### config.mk
export PLATFORM = sky130hd
export DESIGN_NAME = reset_strap_sequencer
export DESIGN_NICKNAME = d
export VERILOG_FILES = /design/src/strap_pkg.sv /design/src/level_sync.sv /design/src/reset_strap_sequencer.sv
export SDC_FILE = /design/constraint.sdc
export NUM_CORES = 1
export LEC_CHECK = 0
export BUFFER_PORTS_ARGS = -buffer_cell sky130_fd_sc_hd__buf_2
export CORE_ASPECT_RATIO = 0.9
export CORE_MARGIN = 2
export CORE_UTILIZATION = 60
export CTS_CLUSTER_SIZE = 24
export DETAILED_ROUTE_END_ITERATION = 7
export HOLD_SLACK_MARGIN = 0.06
export MAX_ROUTING_LAYER = met4
export PLACE_DENSITY = 0.83
export SETUP_SLACK_MARGIN = 0.05
export SLEW_MARGIN = 30
export SYNTH_ARGS = -nofsm -noshare
export SYNTH_HDL_FRONTEND = slang
export SYNTH_SLANG_ARGS = --single-unit
export TNS_END_PERCENT = 20
### constraint.sdc
create_clock -name core_clk_i -period 3.3 [get_ports core_clk_i]
set_input_delay 0.33 -clock core_clk_i [delete_from_list [all_inputs] [get_ports core_clk_i]]
set_output_delay 0.33 -clock core_clk_i [all_outputs]
set_load 0.01 [all_outputs]
### src/strap_pkg.sv
// Package with strap encodings, ratio table and reset timing counts
package strap_pkg;
  // Boot source strap levels
  localparam logic boot_from_prom = 1'h0;
  localparam logic boot_from_host = 1'h1;
  // Interrupt strap levels
  localparam logic irq_level_disabled = 1'h0;
  localparam logic irq_edge_enabled = 1'h1;
  // Reset value of every captured strap: the internal pull-down default
  localparam logic strap_default = 1'h0;
  // Positions in the packed strap vector
  localparam int strap_width = 4;
  localparam int boot_pos = 0;
  localparam int irq_pos = 1;
  localparam int tm_a_pos = 2;
  localparam int tm_b_pos = 3;
  // Clock ratio table in half steps: code -> ratio times two
  localparam logic [2:0] ratio_reserved_code = 3'h7;
  localparam logic [3:0] ratio_x2_000 = 4'h4;
  localparam logic [3:0] ratio_x2_001 = 4'h5;
  localparam logic [3:0] ratio_x2_010 = 4'h6;
  localparam logic [3:0] ratio_x2_011 = 4'h7;
  localparam logic [3:0] ratio_x2_100 = 4'h8;
  localparam logic [3:0] ratio_x2_101 = 4'ha;
  localparam logic [3:0] ratio_x2_110 = 4'hc;
  // Clock rate and reset sequence figures
  localparam int clk_period_ns = 100;
  localparam int pulse1_min_sclk = 50;
  localparam int pulse1_max_sclk = 100;
  localparam int pulse2_min_sclk = 100;
  localparam int hot_min_sclk = 100;
  localparam int trst_min_sclk = 2;
  localparam int settle_ms = 2;
  localparam int settle_cycles = (settle_ms * 1000000) / clk_period_ns;
  localparam int sync_stages = 2;
endpackage
### src/level_sync.sv
// Two-flop synchroniser for asynchronous level inputs
`timescale 1ns/100ps
`default_nettype none
module level_sync #(
  parameter int width = 2
) (
  input wire logic core_clk_i,
  input wire logic rst_n_i,
  input wire logic [width-1:0] async_i,
  output logic [width-1:0] sync_o
);
  typedef struct packed {
    logic [width-1:0] meta;
    logic [width-1:0] stable;
  } sync_state_t;

  sync_state_t state_reg;
  sync_state_t state_next;

  // Elaboration check: a synchroniser with no bits cannot be built
  if (width < 1) begin : g_width_check
    $error("level_sync width must be at least one");
  end

  // First stage feeds only the second stage
  always_comb begin
    state_next.meta = async_i;
    state_next.stable = state_reg.meta;
  end

  // Reset to the asserted level of active-low inputs would hide them, so reset to ones
  always_ff @(posedge core_clk_i) begin
    if (!rst_n_i) begin
      state_reg <= '1;
    end else begin
      state_reg <= state_next;
    end
  end

  assign sync_o = state_reg.stable;
endmodule
`default_nettype wire

### src/reset_strap_sequencer.sv
// Reset strap capture, reset sequence monitor and core clock ratio decode
//
// Overview of operation
// RULE1: Strap levels are sampled while reset is asserted and the captured values select modes.
// RULE2: An undriven strap reads as 0 because the pin default during reset is low.
// RULE3: Boot strap 0 boots from the external PROM at once, 1 idles awaiting an external boot.
// RULE4: Interrupt strap 0 leaves the four lines disabled and level, 1 enables them edge sensitive.
// RULE5: The board holds both test-mode straps at 0 in reset; 1 is reserved.
// RULE6: At power-up reset stays asserted 2 ms after supplies, clocks and straps settle.
// RULE7: The first power-up release pulse lasts 50 to 100 system clocks.
// RULE8: The second power-up assertion lasts at least 100 system clocks before final release.
// RULE9: Test reset is asserted at least 2 system clocks during power-up reset.
// RULE10: A hot reset is held at least 100 system clocks.
// RULE11: A hot reset is released no sooner than 2 ms after the straps settle.
// RULE12: Static configuration pins change only while reset is asserted.
// RULE13: During reset the boot-select and bus-master strap pins are pulled low internally.
// RULE14: Reset and test reset are synchronised inside the device.
// RULE15: Core clock ratio codes 000..110 give 2, 2.5, 3, 3.5, 4, 5, 6; 111 is reserved.
// RULE16: The boot-select pin has a pull-down during reset and a pull-up after release.
// RULE17: Captured straps are held from final release until reset is asserted again.
`timescale 1ns/100ps
`default_nettype none
module reset_strap_sequencer #(
  parameter int settle_cycles = strap_pkg::settle_cycles
) (
  input wire logic core_clk_i,
  input wire logic rst_n_i,
  input wire logic sys_reset_n_i,
  input wire logic test_reset_n_i,
  input wire logic boot_memory_select_i,
  input wire logic bus_master_indicator_i,
  input wire logic link2_direction_i,
  input wire logic timer0_expired_i,
  input wire logic [2:0] core_clock_ratio_i,
  input wire logic [2:0] chip_position_id_i,
  input wire logic [2:0] output_impedance_select_i,
  input wire logic [2:0] drive_strength_select_i,
  input wire logic sysclk_freq_select_i,
  output logic boot_memory_select_pd_o,
  output logic boot_memory_select_pu_o,
  output logic bus_master_indicator_pd_o,
  output logic core_in_reset_o,
  output logic boot_from_prom_o,
  output logic await_external_boot_o,
  output logic [3:0] external_interrupt_enable_o,
  output logic [3:0] external_interrupt_edge_o,
  output logic test_mode_strap_a_o,
  output logic test_mode_strap_b_o,
  output logic [3:0] core_ratio_x2_o,
  output logic ratio_reserved_o,
  output logic test_mode_violation_o,
  output logic powerup_seq_ok_o,
  output logic sequence_violation_o,
  output logic static_pin_violation_o
);
  typedef enum logic [2:0] {
    st_power_hold, st_pulse1, st_pulse2, st_running, st_hot_hold
  } seq_state_t;

  typedef struct packed {
    seq_state_t seq;
    logic [31:0] cnt;
    logic [2:0] trst_cnt;
    logic [strap_pkg::strap_width-1:0] straps;
    logic [9:0] statics;
    logic [3:0] ratio_x2;
    logic ratio_res;
    logic tm_viol;
    logic seq_ok;
    logic seq_viol;
    logic static_viol;
  } core_state_t;

  core_state_t state_reg;
  core_state_t state_next;
  logic [1:0] sync_lv;
  logic reset_act;
  logic trst_act;
  logic [strap_pkg::strap_width-1:0] strap_pins;
  logic [9:0] static_pins;
  logic [3:0] ratio_x2_dec;

  // Elaboration check: a zero settle time cannot be measured
  if (settle_cycles < 1) begin : g_settle_check
    $error("settle_cycles must be at least one");
  end

  // Board reset enters inverted so the synchroniser's reset-to-ones reads as reset held;
  // otherwise a false release would be seen just after power-on and flag the sequence
  level_sync #(
    .width(2)
  ) u_sync (
    .core_clk_i(core_clk_i),
    .rst_n_i(rst_n_i),
    .async_i({test_reset_n_i, !sys_reset_n_i}),
    .sync_o(sync_lv)
  ); // RULE14

  assign reset_act = sync_lv[0];
  assign trst_act = !sync_lv[1];
  assign strap_pins = {timer0_expired_i, link2_direction_i,
                       bus_master_indicator_i, boot_memory_select_i};
  assign static_pins = {sysclk_freq_select_i, drive_strength_select_i,
                        output_impedance_select_i, chip_position_id_i};

  // Ratio lookup; reserved code falls back to the lowest ratio
  always_comb begin
    unique case (core_clock_ratio_i)
      3'h0: ratio_x2_dec = strap_pkg::ratio_x2_000;
      3'h1: ratio_x2_dec = strap_pkg::ratio_x2_001;
      3'h2: ratio_x2_dec = strap_pkg::ratio_x2_010;
      3'h3: ratio_x2_dec = strap_pkg::ratio_x2_011;
      3'h4: ratio_x2_dec = strap_pkg::ratio_x2_100;
      3'h5: ratio_x2_dec = strap_pkg::ratio_x2_101;
      3'h6: ratio_x2_dec = strap_pkg::ratio_x2_110;
      default: ratio_x2_dec = strap_pkg::ratio_x2_000;
    endcase
  end

  // Sequence monitor, strap capture and static pin watch
  always_comb begin
    state_next = state_reg;
    if (reset_act) begin
      state_next.straps = strap_pins; // RULE1
      state_next.statics = static_pins;
      state_next.ratio_x2 = ratio_x2_dec; // RULE15
      state_next.ratio_res = (core_clock_ratio_i == strap_pkg::ratio_reserved_code);
      state_next.tm_viol = strap_pins[strap_pkg::tm_a_pos]
                         | strap_pins[strap_pkg::tm_b_pos]; // RULE5
    end else if (static_pins != state_reg.statics) begin
      state_next.static_viol = 1'b1; // RULE12
    end
    if (trst_act && state_reg.trst_cnt != 3'h7) begin
      state_next.trst_cnt = state_reg.trst_cnt + 3'h1;
    end
    if (state_reg.cnt != 32'hffffffff) begin
      state_next.cnt = state_reg.cnt + 32'h1;
    end
    unique case (state_reg.seq)
      st_power_hold: begin
        if (!reset_act) begin
          // RULE6
          if (state_reg.cnt < 32'(settle_cycles)) begin
            state_next.seq_viol = 1'b1;
          end
          state_next.seq = st_pulse1;
          state_next.cnt = 32'h1;
        end
      end
      st_pulse1: begin
        if (reset_act) begin
          state_next.seq = st_pulse2;
          state_next.cnt = 32'h1;
        end else if (state_reg.cnt >= 32'(strap_pkg::pulse1_max_sclk)) begin
          state_next.seq_viol = 1'b1; // RULE7
        end
        if (reset_act && state_reg.cnt < 32'(strap_pkg::pulse1_min_sclk)) begin
          state_next.seq_viol = 1'b1; // RULE7
        end
      end
      st_pulse2: begin
        if (!reset_act) begin
          state_next.seq = st_running;
          // RULE8 RULE9
          if (state_reg.cnt < 32'(strap_pkg::pulse2_min_sclk)
              || state_reg.trst_cnt < 3'(strap_pkg::trst_min_sclk)) begin
            state_next.seq_viol = 1'b1;
          end else if (!state_reg.seq_viol) begin
            state_next.seq_ok = 1'b1;
          end
        end
      end
      st_running: begin
        if (reset_act) begin
          state_next.seq = st_hot_hold;
          state_next.cnt = 32'h1;
        end
      end
      st_hot_hold: begin
        if (!reset_act) begin
          state_next.seq = st_running;
          // RULE10 RULE11
          if (state_reg.cnt < 32'(strap_pkg::hot_min_sclk)
              || state_reg.cnt < 32'(settle_cycles)) begin
            state_next.seq_viol = 1'b1;
          end
        end
      end
    endcase
  end

  // Power-on state; captured straps default low as the pull-downs dictate
  always_ff @(posedge core_clk_i) begin
    if (!rst_n_i) begin
      state_reg.seq <= st_power_hold;
      state_reg.cnt <= 32'h0;
      state_reg.trst_cnt <= 3'h0;
      state_reg.straps <= {strap_pkg::strap_width{strap_pkg::strap_default}}; // RULE2
      state_reg.statics <= 10'h0;
      state_reg.ratio_x2 <= strap_pkg::ratio_x2_000;
      state_reg.ratio_res <= 1'b0;
      state_reg.tm_viol <= 1'b0;
      state_reg.seq_ok <= 1'b0;
      state_reg.seq_viol <= 1'b0;
      state_reg.static_viol <= 1'b0;
    end else begin
      state_reg <= state_next; // RULE17
    end
  end

  // Pin pulls follow the synchronised reset level
  assign boot_memory_select_pd_o = reset_act; // RULE13 RULE16
  assign boot_memory_select_pu_o = !reset_act; // RULE16
  assign bus_master_indicator_pd_o = reset_act; // RULE13
  assign core_in_reset_o = reset_act;
  // Mode outputs from the captured straps
  assign boot_from_prom_o = !reset_act
    && state_reg.straps[strap_pkg::boot_pos] == strap_pkg::boot_from_prom; // RULE3
  assign await_external_boot_o = !reset_act
    && state_reg.straps[strap_pkg::boot_pos] == strap_pkg::boot_from_host; // RULE3
  assign external_interrupt_enable_o =
    {4{state_reg.straps[strap_pkg::irq_pos] == strap_pkg::irq_edge_enabled}}; // RULE4
  assign external_interrupt_edge_o =
    {4{state_reg.straps[strap_pkg::irq_pos] == strap_pkg::irq_edge_enabled}}; // RULE4
  assign test_mode_strap_a_o = state_reg.straps[strap_pkg::tm_a_pos];
  assign test_mode_strap_b_o = state_reg.straps[strap_pkg::tm_b_pos];
  assign core_ratio_x2_o = state_reg.ratio_x2;
  assign ratio_reserved_o = state_reg.ratio_res;
  assign test_mode_violation_o = state_reg.tm_viol;
  assign powerup_seq_ok_o = state_reg.seq_ok;
  assign sequence_violation_o = state_reg.seq_viol;
  assign static_pin_violation_o = state_reg.static_viol;
endmodule
`default_nettype wire

==> flow_metrics.tcl <==
set metrics [dict create \
    grt_use_total_pct 25.6 \
    hp-class "in2reg" \
    max_slew_margin_pct 40.9 \
    p_per_area_mw_per_mm2 472 \
    cts_setup_buffers 0 \
    worst_slack_ns 0.895 \
    n_fill_cell 422 \
    vias 2963 \
    max_slew.worst_pin.slew_ns 0.886 \
    fmax_mhz 416 \
    cts-htree-levels 3 \
    syn_inst 390 \
    clk_latency_ns 0.35 \
    clk_pin_slew_ns 0.07 \
    synth-edff-count 0 \
    ios 46 \
    status "finished clean" \
    viasPerCell 6.07 \
    initial_utilization_pct 62.0 \
    ys_seq_area_share_pct 39.9 \
    maxCapViolations 0 \
    setup-violations-final 0 \
    layout_common_cells "dfxtp_1, buf_2, nor2_1" \
    layout_worst_path_cycle_share_pct 72.9 \
    rsz0062_at_grt "no" \
    synth_top_area_share_pct 39.9 \
    dpl.hpwl_mm 4.84 \
    final_common_cell "dfxtp_1" \
    grt_overflow_total 0 \
    yosys_register_bits 65 \
    p_leak_nw 1.44 \
    startpoint_type "flop" \
    wl_per_cell_um 14.5 \
    nets 440 \
    clock-root-buffer "clkbuf_8" \
    ant_nets 0 \
    cts_tree "done" \
    gp_congestion 0.923 \
    die_y_um 73.9 \
    numCtsBuffers 9 \
    diodes 0 \
    cts.sink_count 65 \
    worstPathArrival_ns 2.68 \
    end_kind "flop" \
    cts_resized 0 \
    async_reset_ff_share_pct 0 \
    synthDistinctLibCells 46 \
    pre_cts_slack_ns 0.928 \
    drcViolationCount 0 \
    dieArea_sq_mm 0.00604 \
    clock_path_buffers 2 \
    drt_pass1_iterations 5 \
    hold_viol 0 \
    area_growth_pct 11.6 \
    rows 25 \
    grt_pass1_vias 2607 \
    worstPathRequired_ns 3.57 \
    largest_register_ffs 49 \
    portBuffers 45 \
    mappedNetlistArea_sq_mm 0.00326 \
    core-area_sq_mm 0.00526 \
    peakVddDrop_v 0.000341 \
    routed_wirelength_mm 7.07 \
    drtIter0Drc 140 \
    drv_slew 0 \
    synth.area.top_cells "dfxtp_1, mux2i_1, a21oi_1" \
    ys.flop_type "dfxtp_1" \
    drive_gt1_share_pct 16.4 \
    synth_top_cell_by_area "dfxtp_1" \
    avgSynthCellArea_sq_um 8.36 \
    grt_pass1_wl_mm 11.6 \
    antenna_found_initial 0 \
    fin_total_pwr_mw 1.72 \
    ys_warn_count 0 \
    synth_nets 414 \
    min_period_ns 2.41 \
    dieWidth_um 81.7 \
    cp_max_fo 9 \
    grt_max_degree 36 \
    setup-tns-final_ns 0 \
    critical_path_class "reg2reg" \
    postCtsHoldBufs 0 \
    finClkSkew_ns 0.00949 \
]
per-stage QoR:
stage	std cells	cell area, sq um	util [%]	hold WS [ns]
floorplan	390	3260	-	0.386
global placement	472	3410	64.9	0.389
detailed placement	472	3410	64.9	0.394
CTS	488	3640	69.2	0.124
global route	488	3640	69.2	0.118
finish	488	3640	69.2	0.140
per-layer routing:
| metal | wire (um) | share of wire [%] | vias to the layer above | global-route usage (%) |
|---|---|---|---|---|
| li1 | - | - | 1470 | - |
| met1 | 3190 | 45 | 1407 | 31.8 |
| met2 | 3440 | 49 | 76 | 39.6 |
| met4 | 91 | 1.3 | 0 | 8.52 |
| met3 | 348 | 4.9 | 10 | 8.11 |
| met5 | 0 | 0 | - | - |
layout make-up:
cell class | instances | area, sq um | share of cell area, %
multi-input cells | 287 | 1760 | 48.4
flip-flops and latches | 65 | 1300 | 35.8
repair buffers | 47 | 240 | 6.60
clock buffers | 10 | 138 | 3.78
clock inverters | 6 | 91.3 | 2.51
well taps | 67 | 83.8 | 2.30
inverters | 6 | 22.5 | 0.619
synthesized netlist by cell type, types with 12 or more instances:
| library cell | instances |
|---|---|
| a21oi_1 | 34 |
| buf_4 | 14 |
| dfxtp_1 | 65 |
| mux2i_1 | 18 |
| or3_1 | 14 |
| nand2_1 | 32 |
| or4_1 | 18 |
| nor2_1 | 40 |
| o31ai_1 | 15 |
| clkbuf_1 | 12 |
| o21ai_0 | 16 |
| nand3_1 | 14 |
worst max-delay path: stages (launching register included):
cell and delay, ns:
dfxtp_1 0.47, nand4_2 0.20, or4_1 0.73, or3_1 0.45
or3_1 0.33, a21oi_1 0.15
report_power, final:
group          switching [mW]  internal, mW  total, mW
logic                  0.0703        0.0526      0.123
registers              0.0183         0.808      0.826
clock network           0.320         0.447      0.767
total                   0.409          1.31       1.72
final timing paths:
| kind | slack [ns] | depth (start not counted) | start | end |
|---|---|---|---|---|
| min | 0.14 | 2 | sys_reset_n_i | u_sync.state_next[0] |
| max reg2reg | 0.89 | 5 | state_reg[29] | state_reg[45] |
| min reg2reg | 0.41 | 1 | u_sync.state_next[0] | u_sync.sync_o[0] |
| max | 0.89 | 5 | state_reg[29] | state_reg[45] |
cell families (layout without fill, tap and decap cells):
| group | after synthesis | count (layout) | synth area share, % |
|---|---|---|---|
| fa+ha+maj | 3 | 3 | 1.15 |
| simple gates | 173 | 173 | 29.0 |
| buf+inv | 38 | 69 | 6.06 |
| flops | 65 | 65 | 39.9 |
| compound gates | 81 | 81 | 15.1 |
| xor+xnor | 12 | 12 | 3.22 |
| mux | 18 | 18 | 5.53 |
Power figures use the tool's default switching activity.
